### src/frc_pkg.sv
package frc_pkg;

  // ****************************************************************
  // data path geometry
  // ****************************************************************
  localparam int DATA_W = 36;
  localparam int HALF_W = 18;
  localparam int FIFO_DEPTH = 4;
  localparam int ALMOST_LEVEL = 1;

  // ****************************************************************
  // reset and wake-up counts, in port clock rising edges
  // ****************************************************************
  localparam logic [2:0] MIN_HOLD_EDGES = 3'h4;
  localparam logic [2:0] READY_EDGES = 3'h2;

  // ****************************************************************
  // bit positions in the synchronised pin vector
  // ****************************************************************
  localparam int PIN_COUNT = 10;
  localparam int PIN_RS1 = 0;
  localparam int PIN_RS2 = 1;
  localparam int PIN_SHARE = 2;
  localparam int PIN_MODE = 3;
  localparam int PIN_ORDER = 4;
  localparam int PIN_FS0 = 5;
  localparam int PIN_FS2 = 7;
  localparam int PIN_WCLK = 8;
  localparam int PIN_RCLK = 9;
  // pins idle as if every reset is asserted
  localparam logic [PIN_COUNT-1:0] PIN_RESET_VAL = 10'h000;

  // ****************************************************************
  // write side life cycle
  // ****************************************************************
  typedef enum logic [2:0] {
    FRC_HELD = 3'b001,
    FRC_WAKE = 3'b010,
    FRC_RUN = 3'b100
  } frc_state_t;

  function automatic logic [2:0] frc_sat_inc(input logic [2:0] value);
    return (value == 3'h7) ? value : value + 3'h1;
  endfunction

endpackage

### src/frc_sync.sv
`timescale 1ns/100ps
module frc_sync #(
  parameter int WIDTH = 1,
  parameter logic [WIDTH-1:0] RESET_VAL = '0
) (
  input wire logic clock,
  input wire logic rstn,
  input wire logic [WIDTH-1:0] async_in,
  output logic [WIDTH-1:0] sync_out
);

  if (WIDTH < 1) begin : g_bad_width
    $error("frc_sync: WIDTH must be at least 1");
  end

  logic [WIDTH-1:0] stage_one;

  // stage_one feeds only the second flop
  always_ff @(posedge clock or negedge rstn) begin
    if (!rstn) begin
      stage_one <= RESET_VAL;
      sync_out <= RESET_VAL;
    end else begin
      stage_one <= async_in;
      sync_out <= stage_one;
    end
  end

endmodule // frc_sync

### src/frc_fifo.sv
`timescale 1ns/100ps
module frc_fifo #(
  parameter int WIDTH = 36,
  parameter int DEPTH = 4
) (
  input wire logic clock,
  input wire logic rstn,
  input wire logic flush,
  input wire logic rewind,
  input wire logic in_valid,
  output logic in_ready,
  input wire logic [WIDTH-1:0] in_data,
  output logic out_valid,
  input wire logic out_ready,
  output logic [WIDTH-1:0] out_data,
  output logic [$clog2(DEPTH):0] level
);

  localparam int AW = $clog2(DEPTH);

  if (WIDTH < 1 || DEPTH < 2 || (1 << AW) != DEPTH) begin : g_bad_geometry
    $error("frc_fifo: WIDTH must be positive and DEPTH a power of two of at least 2");
  end

  logic [WIDTH-1:0] mem [DEPTH];
  logic [AW:0] wr_ptr;
  logic [AW:0] rd_ptr;
  logic push;
  logic pop;

  assign level = wr_ptr - rd_ptr;
  assign in_ready = (level != DEPTH[AW:0]) && !flush;
  assign out_valid = (level != '0) && !flush;
  assign out_data = mem[rd_ptr[AW-1:0]];
  assign push = in_valid && in_ready;
  assign pop = out_valid && out_ready;

  always_ff @(posedge clock) begin
    if (push) begin
      mem[wr_ptr[AW-1:0]] <= in_data;
    end
  end

  always_ff @(posedge clock or negedge rstn) begin
    if (!rstn) begin
      wr_ptr <= '0;
    end else if (flush) begin
      wr_ptr <= '0;
    end else if (push) begin
      wr_ptr <= wr_ptr + 1'b1;
    end
  end

  // rewind returns to location zero of the current lap; older laps are overwritten
  always_ff @(posedge clock or negedge rstn) begin
    if (!rstn) begin
      rd_ptr <= '0;
    end else if (flush) begin
      rd_ptr <= '0;
    end else if (rewind) begin
      rd_ptr <= {wr_ptr[AW], {AW{1'b0}}};
    end else if (pop) begin
      rd_ptr <= rd_ptr + 1'b1;
    end
  end
endmodule // frc_fifo

### src/frc_top.sv
`timescale 1ns/100ps
module frc_top (
  input wire logic clock,
  input wire logic rstn,
  input wire logic master_reset_first_n,
  input wire logic master_reset_second_n,
  input wire logic partial_reset_n,
  input wire logic rewind_mode_select,
  input wire logic byte_order_timing_select,
  input wire logic offset_select_0,
  input wire logic offset_select_1,
  input wire logic offset_select_2,
  input wire logic write_port_clock,
  input wire logic read_port_clock,
  input wire logic write_valid,
  input wire logic [frc_pkg::DATA_W-1:0] write_data,
  output logic read_valid,
  input wire logic read_ready,
  output logic [frc_pkg::HALF_W-1:0] read_data,
  input wire logic mailbox_one_load,
  input wire logic mailbox_one_take,
  input wire logic mailbox_two_load,
  input wire logic mailbox_two_take,
  output logic full_or_input_ready_flag,
  output logic empty_or_output_ready_flag,
  output logic almost_empty_flag,
  output logic almost_full_flag,
  output logic mailbox_one_flag_n,
  output logic mailbox_two_flag_n,
  output logic byte_order_select,
  output logic [2:0] offset_method,
  output logic standard_timing_mode
);

  localparam int LW = $clog2(frc_pkg::FIFO_DEPTH) + 1;

  // ****************************************************************
  // pin synchronisation
  // ****************************************************************
  logic [frc_pkg::PIN_COUNT-1:0] pins;
  logic [frc_pkg::PIN_COUNT-1:0] pins_s;

  assign pins = {read_port_clock, write_port_clock, offset_select_2, offset_select_1, offset_select_0,
                 byte_order_timing_select, rewind_mode_select, partial_reset_n, master_reset_second_n,
                 master_reset_first_n};

  // every pin, the resets among them, is taken through two flops first
  frc_sync #(
    .WIDTH(frc_pkg::PIN_COUNT),
    .RESET_VAL(frc_pkg::PIN_RESET_VAL)
  ) u_sync (
    .clock(clock),
    .rstn(rstn),
    .async_in(pins),
    .sync_out(pins_s)
  );

  logic rs1_s;
  logic rs2_s;
  logic share_s;
  logic wclk_q;
  logic rclk_q;
  logic rs1_q;
  logic share_q;
  logic wclk_rise;
  logic rclk_rise;
  logic rs1_rise;
  logic share_fall;
  logic share_rise;

  assign rs1_s = pins_s[frc_pkg::PIN_RS1];
  assign rs2_s = pins_s[frc_pkg::PIN_RS2];
  assign share_s = pins_s[frc_pkg::PIN_SHARE];

  always_ff @(posedge clock or negedge rstn) begin
    if (!rstn) begin
      wclk_q <= 1'b0;
      rclk_q <= 1'b0;
      rs1_q <= 1'b0;
      share_q <= 1'b0;
    end else begin
      wclk_q <= pins_s[frc_pkg::PIN_WCLK];
      rclk_q <= pins_s[frc_pkg::PIN_RCLK];
      rs1_q <= rs1_s;
      share_q <= share_s;
    end
  end

  assign wclk_rise = pins_s[frc_pkg::PIN_WCLK] && !wclk_q;
  assign rclk_rise = pins_s[frc_pkg::PIN_RCLK] && !rclk_q;
  assign rs1_rise = rs1_s && !rs1_q;
  assign share_fall = !share_s && share_q;
  assign share_rise = share_s && !share_q;

  // ****************************************************************
  // hold tracking: mode of the shared pin and edges seen while low
  // ****************************************************************
  logic master_low;
  logic share_low;
  logic rewind_mode_q;
  logic rewind_mode;
  logic full_hold;
  logic hold_ok;
  logic [2:0] edges_w;
  logic [2:0] edges_r;

  assign master_low = !rs1_s || !rs2_s;
  assign share_low = !share_s;

  // the mode is taken as the shared pin falls; it must stay put meanwhile
  always_ff @(posedge clock or negedge rstn) begin
    if (!rstn) begin
      rewind_mode_q <= 1'b0;
    end else if (share_fall) begin
      rewind_mode_q <= pins_s[frc_pkg::PIN_MODE];
    end
  end

  // the fall itself already obeys the new mode, so a rewind never flushes for a cycle
  assign rewind_mode = share_fall ? pins_s[frc_pkg::PIN_MODE] : rewind_mode_q;
  assign full_hold = master_low || (share_low && !rewind_mode);

  always_ff @(posedge clock or negedge rstn) begin
    if (!rstn) begin
      edges_w <= '0;
      edges_r <= '0;
    end else if (!(master_low || share_low)) begin
      edges_w <= '0;
      edges_r <= '0;
    end else begin
      if (wclk_rise) begin
        edges_w <= frc_pkg::frc_sat_inc(edges_w);
      end
      if (rclk_rise) begin
        edges_r <= frc_pkg::frc_sat_inc(edges_r);
      end
    end
  end

  assign hold_ok = (edges_w >= frc_pkg::MIN_HOLD_EDGES) && (edges_r >= frc_pkg::MIN_HOLD_EDGES);

  // a short rewind pulse is ignored; the read pointer is left alone
  logic do_rewind;
  assign do_rewind = share_rise && rewind_mode_q && hold_ok && !master_low;

  // ****************************************************************
  // write side life cycle
  // ****************************************************************
  frc_pkg::frc_state_t state;
  logic [2:0] ready_cnt;

  always_ff @(posedge clock or negedge rstn) begin
    if (!rstn) begin
      state <= frc_pkg::FRC_HELD;
      ready_cnt <= '0;
    end else if (full_hold) begin
      state <= frc_pkg::FRC_HELD;
      ready_cnt <= '0;
    end else begin
      unique case (state)
        frc_pkg::FRC_HELD: begin
          state <= frc_pkg::FRC_WAKE;
        end
        frc_pkg::FRC_WAKE: begin
          if (wclk_rise) begin
            ready_cnt <= frc_pkg::frc_sat_inc(ready_cnt);
            if (frc_pkg::frc_sat_inc(ready_cnt) == frc_pkg::READY_EDGES) begin
              state <= frc_pkg::FRC_RUN;
            end
          end
        end
        frc_pkg::FRC_RUN: begin
          state <= frc_pkg::FRC_RUN;
        end
      endcase
    end
  end

  // ****************************************************************
  // configuration captured by the first master reset
  // ****************************************************************
  logic mode_pending;
  logic seen_w;
  logic seen_r;

  // partial reset never touches these
  always_ff @(posedge clock or negedge rstn) begin
    if (!rstn) begin
      byte_order_select <= 1'b0;
      offset_method <= '0;
    end else if (rs1_rise) begin
      byte_order_select <= pins_s[frc_pkg::PIN_ORDER];
      offset_method <= pins_s[frc_pkg::PIN_FS2:frc_pkg::PIN_FS0];
    end
  end

  // timing mode is sampled once both port clocks have risen after release
  always_ff @(posedge clock or negedge rstn) begin
    if (!rstn) begin
      mode_pending <= 1'b0;
      seen_w <= 1'b0;
      seen_r <= 1'b0;
      standard_timing_mode <= 1'b1;
    end else if (!rs1_s) begin
      mode_pending <= 1'b0;
      seen_w <= 1'b0;
      seen_r <= 1'b0;
    end else if (rs1_rise) begin
      mode_pending <= 1'b1;
    end else if (mode_pending) begin
      seen_w <= seen_w || wclk_rise;
      seen_r <= seen_r || rclk_rise;
      if ((seen_w || wclk_rise) && (seen_r || rclk_rise)) begin
        standard_timing_mode <= pins_s[frc_pkg::PIN_ORDER];
        mode_pending <= 1'b0;
      end
    end
  end

  // ****************************************************************
  // data path: buffer, then the half-word output stage
  // ****************************************************************
  logic fifo_in_ready;
  logic fifo_out_valid;
  logic fifo_out_ready;
  logic [frc_pkg::DATA_W-1:0] fifo_out_data;
  logic [LW-1:0] level;
  logic write_ok;
  logic stage_load;
  logic second_half;
  logic [frc_pkg::HALF_W-1:0] spare;

  assign write_ok = (state == frc_pkg::FRC_RUN) && !full_hold;

  frc_fifo #(
    .WIDTH(frc_pkg::DATA_W),
    .DEPTH(frc_pkg::FIFO_DEPTH)
  ) u_fifo (
    .clock(clock),
    .rstn(rstn),
    .flush(full_hold),
    .rewind(do_rewind),
    .in_valid(write_valid && write_ok),
    .in_ready(fifo_in_ready),
    .in_data(write_data),
    .out_valid(fifo_out_valid),
    .out_ready(fifo_out_ready),
    .out_data(fifo_out_data),
    .level(level)
  );

  // back-pressure: a word waits in the buffer until both halves have left
  assign fifo_out_ready = !read_valid && !do_rewind;
  assign stage_load = fifo_out_valid && fifo_out_ready;

  always_ff @(posedge clock or negedge rstn) begin
    if (!rstn) begin
      read_valid <= 1'b0;
      second_half <= 1'b0;
      read_data <= '0;
      spare <= '0;
    end else if (full_hold || do_rewind) begin
      read_valid <= 1'b0;
      second_half <= 1'b0;
    end else if (stage_load) begin
      read_valid <= 1'b1;
      second_half <= 1'b1;
      if (byte_order_select) begin
        read_data <= fifo_out_data[frc_pkg::DATA_W-1:frc_pkg::HALF_W];
        spare <= fifo_out_data[frc_pkg::HALF_W-1:0];
      end else begin
        read_data <= fifo_out_data[frc_pkg::HALF_W-1:0];
        spare <= fifo_out_data[frc_pkg::DATA_W-1:frc_pkg::HALF_W];
      end
    end else if (read_valid && read_ready) begin
      read_valid <= second_half;
      second_half <= 1'b0;
      read_data <= spare;
    end
  end

  // ****************************************************************
  // flags
  // ****************************************************************
  assign full_or_input_ready_flag = write_ok && fifo_in_ready;
  assign empty_or_output_ready_flag = read_valid;

  always_ff @(posedge clock or negedge rstn) begin
    if (!rstn) begin
      almost_empty_flag <= 1'b0;
      almost_full_flag <= 1'b1;
    end else if (full_hold) begin
      almost_empty_flag <= 1'b0;
      almost_full_flag <= 1'b1;
    end else begin
      almost_empty_flag <= level > LW'(frc_pkg::ALMOST_LEVEL);
      almost_full_flag <= (LW'(frc_pkg::FIFO_DEPTH) - level) > LW'(frc_pkg::ALMOST_LEVEL);
    end
  end

  // a load arriving with a take leaves the flag active
  always_ff @(posedge clock or negedge rstn) begin
    if (!rstn) begin
      mailbox_one_flag_n <= 1'b1;
    end else if (!rs1_s || (share_low && !rewind_mode)) begin
      mailbox_one_flag_n <= 1'b1;
    end else if (mailbox_one_load) begin
      mailbox_one_flag_n <= 1'b0;
    end else if (mailbox_one_take) begin
      mailbox_one_flag_n <= 1'b1;
    end
  end

  always_ff @(posedge clock or negedge rstn) begin
    if (!rstn) begin
      mailbox_two_flag_n <= 1'b1;
    end else if (!rs2_s || (share_low && !rewind_mode)) begin
      mailbox_two_flag_n <= 1'b1;
    end else if (mailbox_two_load) begin
      mailbox_two_flag_n <= 1'b0;
    end else if (mailbox_two_take) begin
      mailbox_two_flag_n <= 1'b1;
    end
  end
endmodule // frc_top

### config.mk
export PLATFORM = sky130hd
export DESIGN_NAME = frc_top
export DESIGN_NICKNAME = d
export VERILOG_FILES = /design/src/frc_pkg.sv /design/src/frc_sync.sv /design/src/frc_fifo.sv /design/src/frc_top.sv
export SDC_FILE = /design/constraint.sdc
export NUM_CORES = 1
export LEC_CHECK = 0
export BUFFER_PORTS_ARGS = -buffer_cell sky130_fd_sc_hd__buf_4
export CELL_PAD_IN_SITES_DETAIL_PLACEMENT = 1
export CELL_PAD_IN_SITES_GLOBAL_PLACEMENT = 2
export CORE_MARGIN = 8
export CORE_UTILIZATION = 30
export CTS_BUF_LIST = sky130_fd_sc_hd__clkbuf_4 sky130_fd_sc_hd__clkbuf_8
export CTS_CLUSTER_DIAMETER = 50
export DETAILED_ROUTE_END_ITERATION = 8
export PLACE_DENSITY_LB_ADDON = 0.1
export SLEW_MARGIN = 20
export SYNTH_ARGS = -nofsm -noshare
export SYNTH_HDL_FRONTEND = slang
export SYNTH_SLANG_ARGS = --single-unit
### constraint.sdc
create_clock -name clock -period 7.7 [get_ports clock]
set_input_delay 1.54 -clock clock [delete_from_list [all_inputs] [get_ports clock]]
set_output_delay 1.54 -clock clock [all_outputs]
set_load 0.02 [all_outputs]
# Word level (Yosys, flattened, before mapping)

Memories as Yosys holds them, arrays and structs flattened.
Index checks and enable logic that the tools add are counted.

Add/sub/neg operators: 7
Order comparisons: 4
Equality and inequality tests: 16
Muxes and demuxes: 50
Bitwise gates (word level): 2
Reduce and logical (&&, ||, !) cells: 57

Operators with widths:

| operator              | count |
|---|---|
| $mux W18              | 4 |
| $mux W3               | 18 |
| $mux W1               | 27 |
| $logic_and A1 B1 Y1   | 20 |
| $add A3 B1 Y3 const B | 5 |
| $reduce_bool A3 Y1    | 5 |
| $reduce_and A2 Y1     | 7 |
| $eq A3 B3 Y1 const B  | 4 |
| $logic_not A1 Y1      | 12 |
| $ne A2 B2 Y1 const B  | 6 |
| $ne A3 B3 Y1 const B  | 3 |
| $pmux W3 S3           | 1 |
| $logic_or A1 B1 Y1    | 8 |
| $reduce_bool A2 Y1    | 4 |
| $eq A3 B2 Y1 const B  | 2 |
| $ge A3 B3 Y1 const B  | 2 |
| $gt A3 B1 Y1 const B  | 2 |
| $reduce_and A4 Y1     | 1 |
| $eq A3 B1 Y1 const B  | 1 |
| $sub A3 B3 Y3         | 1 |
| $sub A3 B3 Y3 const A | 1 |
| $not A1 Y1            | 2 |

Flip-flop bits (word level): 93
Memory bits (writable): 144
Output and inout port bits: 30
Logic and storage cells: 164
Memories: 1

Memories:

| name       | depth | width | read ports | clocked after memory_dff | write ports | line           | source |
|---|---|---|---|---|---|---|---|
| u_fifo.mem | 4     | 36    | 1          | 0                        | 1           | frc_fifo.sv:25 | `logic [WIDTH-1:0] mem [DEPTH];` |

# Logic depth before layout (Yosys ltp)

Depth after elaboration: 12
Depth in mapped cells: 10
Depth with buffers taken out: 8

# By module

Synthesis repeated with hierarchy kept, for this count alone.

Cell total of the unflattened synthesis: 542
Area total of the unflattened synthesis: 9547.9 um2

Modules (own cells, without submodules):

| module   | times used | cells an instance | area each (um2) |
|---|---|---|---|
| frc_fifo | 1          | 235               | 5660.4 |
| frc_top  | 1          | 287               | 3387.0 |
| frc_sync | 1          | 20                | 500.5 |

# Worst setup path before layout

No wires, ideal clock.

Path type: register to output
Start point: register u_fifo.rd_ptr[0]
End point: output port full_or_input_ready_flag
Arrival time: 2.363 ns
Data required time: 6.160 ns
Slack: 3.797 ns
Cell stages (with the launch flop): 7
Buffers on the path: 0
Path through: dfrtp_1 -> ha_1 -> fa_1 -> ha_1 -> inv_1 -> nor2_1 -> nor4_1

Longest elaborated chain between the ends: 4

RTL lines:

| item                   | line           | source |
|---|---|---|
| start, declared        | frc_fifo.sv:27 | `logic [AW:0] rd_ptr;` |
| start signal, assigned | frc_fifo.sv:61 | `rd_ptr <= {wr_ptr[AW], {AW{1'b0}}};` |
| start signal, assigned | frc_fifo.sv:63 | `rd_ptr <= rd_ptr + 1'b1;` |
| $sub A3 B3 Y3          | frc_fifo.sv:31 | `assign level = wr_ptr - rd_ptr;` |
| $ne A3 B3 Y1           | frc_fifo.sv:32 | `assign in_ready = (level != DEPTH[AW:0]) && !flush;` |
| $logic_and A1 B1 Y1    | frc_fifo.sv:32 |  |
| $logic_and A1 B1 Y1    | frc_top.sv:285 | `assign full_or_input_ready_flag = write_ok && fifo_in_ready;` |
| end, declared          | frc_top.sv:24  | `output logic full_or_input_ready_flag,` |

No other way between the ends.

# Worst setup path in the final report

Ends and elaborated chain as after synthesis.

==> flow_metrics.env <==
export IMPL_fmax_mhz=202.1
export IMPL_port_buffers=83
export IMPL_overflow=0
export IMPL_finalHoldViolations=0
export IMPL_hold_buffers=0
export IMPL_hp_start="u_sync.stage_one[3]"
export IMPL_synth_area_per_cell_sq_um=17.43
export IMPL_cts_tree="built"
export IMPL_yosysSeqAreaShare=0.6884
export IMPL_grt_pass1_wl_um=36400
export IMPL_dieWidth_um=195.6
export IMPL_cp_slowest_cell="buf_4"
export IMPL_crit_chain="buf_4, ha_1, fa_1, ha_1, inv_1, nor2_1, nor4_1, buf_4"
export IMPL_tightest_slew_ps=995.5
export IMPL_routed_wl_um=23430
export IMPL_drv_cap=0
export IMPL_startpoint="u_fifo.rd_ptr[0]"
export IMPL_critPathMaxStageDelay_ps=650
export IMPL_pwr_share_clk=0.434
export IMPL_rows=65
export IMPL_grt_usage=0.1239
export IMPL_fin_crit_ps=4949
export IMPL_cp_top_family="buffers and inverters"
export IMPL_drtIter0Drc=169
export IMPL_max_slew_margin=0.3356
export IMPL_gp_congestion=0.7085
export IMPL_hp_class="reg -> reg"
export IMPL_drv_slew=0
export IMPL_synth_area_leaders="edfxtp_1 (45%), dfrtp_1 (23%), mux4_2 (4.9%)"
export IMPL_cp_data_required_time_ps=6160
export IMPL_yosys_area_top_type_share=0.4471
export IMPL_place_hpwl_um=14040
export IMPL_r2r_slack_ps=3890
export IMPL_yosysWarningCount=0
export IMPL_avgRoutedWirePerCell_um=21.32
export IMPL_power_mw=2.736
export IMPL_swShare=0.2225
export IMPL_synthTopCellsByCount="edfxtp_1 (144), dfrtp_1 (88), mux2i_1 (34)"
export IMPL_cts_root_buf="clkbuf_8"
export IMPL_cts_num_sinks=237
export IMPL_first_pass_iters=4
export IMPL_synth_cell_type_count=55
export IMPL_fin_crit_sh=0.6427
export IMPL_die_h_um=195.6
export IMPL_antenna_found_initial=0
export IMPL_synth_flop_cell="edfxtp_1"
export IMPL_via_per_inst=4.910
export IMPL_status="completed"
export IMPL_p_seq_frac=0.513
export IMPL_ios=84
export IMPL_syn_num_nets=625
export IMPL_yosysMostFrequentCell="edfxtp_1"
export IMPL_post_cts_setup_buffer_count=0
export IMPL_synth_edf_count=144
export IMPL_fin_area_sq_um=11570
export IMPL_ant_nets=0
export IMPL_syn_inst=555
export IMPL_core_area_sq_um=31640
export IMPL_grt_pass1_vias=6126
export IMPL_ctsResizeCount=0
export IMPL_crit_type="reg -> out"
export IMPL_reg2reg_from="u_fifo.rd_ptr[0]"
export IMPL_leakage_nw=4.376
export IMPL_clk_latency_ps=550
export IMPL_crit_fanout=41
export IMPL_critical_path_endpoint_type="primary output"
export IMPL_path_buf_inv=3
export IMPL_clkSlewWorstSetupHoldPaths_ps=50
export IMPL_setup_viol=0
export IMPL_crit_arrival_ps=3410
export IMPL_dpl_cell_area_sq_um=10690
export IMPL_syn_area_sq_um=9672
export IMPL_rsz0062_at_grt="false"
export IMPL_drc=0
export IMPL_nNetsFinal=732
export IMPL_areaGrowthSynthToFinish_pct=19.65
export IMPL_clock_path_buffers=3
export IMPL_combPwrFrac=0.054
export IMPL_p_per_area_nw_per_um2=236.4
export IMPL_cp_start_kind="register"
export IMPL_p_sw_mw=0.6087
export IMPL_synthArstFlopShare=0.3924
export IMPL_numCtsBuffers=45
export IMPL_antenna_cells=0
export IMPL_grt_max_degree=72
export IMPL_yosysTopAreaCell="edfxtp_1"
export IMPL_via_count=5396
export IMPL_peakVddDrop_mv=0.1383
export IMPL_die_area_sq_um=38240
export IMPL_start_util=0.3057
export IMPL_drive_gt1_frac=0.3056
export IMPL_htreeDepth=2
export IMPL_ys_seq_elements=237
export IMPL_intPower_mw=2.127
export IMPL_skew_ps=20.13
export IMPL_tns_ps=0
-- state kept, by name, summed over array words and instances (netlist names), 3 cells and up --
name,cells
u_sync.stage_one,10
state,3
offset_method,3
ready_cnt,3
edges_r,3
u_fifo.wr_ptr,3
read_data,18
u_fifo.rd_ptr,3
u_fifo.mem,144
edges_w,3
spare,18
u_sync.sync_out,10
-- metal layers --
layer  part of all wire  up-vias  wire, um  track usage
li1                   -     2436         -            -
met1               0.43     2803     10010       0.1492
met2               0.51      118     11900       0.2147
met3              0.043       39      1017      0.03026
met4              0.021        0       501      0.04127
met5                  0        -         0            0
-- through the flow --
stage                     cells  worst slack (ps)  utilization  hold slack, ps
after floorplan             555              3797            -           331.2
after global placement     1017              3263       0.3374           337.3
after detailed placement   1017              3199       0.3379           336.4
after CTS                  1099              2588       0.3657           349.1
after global routing       1099              2401       0.3658           357.6
final                      1099              2751       0.3658           345.9
-- final cells by class --
class	instances	area [sq um]
Sequential cell	237	6660
Clock buffer	62	772.0
Multi-Input combinational cell	279	2815
Inverter	9	38.79
Timing Repair Buffer	90	675.6
Tap cell	402	503.0
Clock inverter	20	107.6
Fill cell	3186	20060
-- cells in the final DEF (no fill, tap or decap), drive strengths merged, types with 13 or more instances in the layout --
cell type  instances
edfxtp           144
buf               90
dfrtp             88
clkbuf            62
mux4              38
mux2i             34
a21oi             26
nor2              21
a31oi             18
clkinv            18
mux2              15
ha                15
nor4              14
nand2             13
a221o             13
-- worst reg2reg max path, stage by stage, from the launching register on --
cell	delay, ps
dfrtp_2	330
buf_4	650
ha_1	290
fa_1	470
ha_1	300
inv_1	180
o21ai_4	210
nor3_2	560
buf_4	340
mux2_2	360
-- kinds of logic after synthesis --
family | share of synthesized area
compound gates | 0.06701
xor+xnor | 0.009443
fa+ha+maj | 0.02147
buf+inv | 0.02290
flops | 0.6884
mux | 0.1477
simple gates | 0.04308
-- power by group through the flow --
stage,clock network (mW),registers (mW),logic (mW)
CTS,1.24,1.40,0.151
global placement,0,1.42,0.142
global route,1.29,1.41,0.164
finish,1.19,1.40,0.147
detailed placement,0,1.43,0.150
floorplan,0,1.43,0.0763
-- worst paths after layout --
check / end / cells past startpoint
worst min-delay path: u_sync.sync_out[3] / 0
max in group asynchronous: u_fifo.rd_ptr[0] / 2
worst max-delay path: full_or_input_ready_flag / 8
worst max register to register: spare[15] / 9
min in group asynchronous: u_sync.stage_one[9] / 1
worst min register to register: u_sync.sync_out[3] / 0
(Power assumes the default switching activity.)
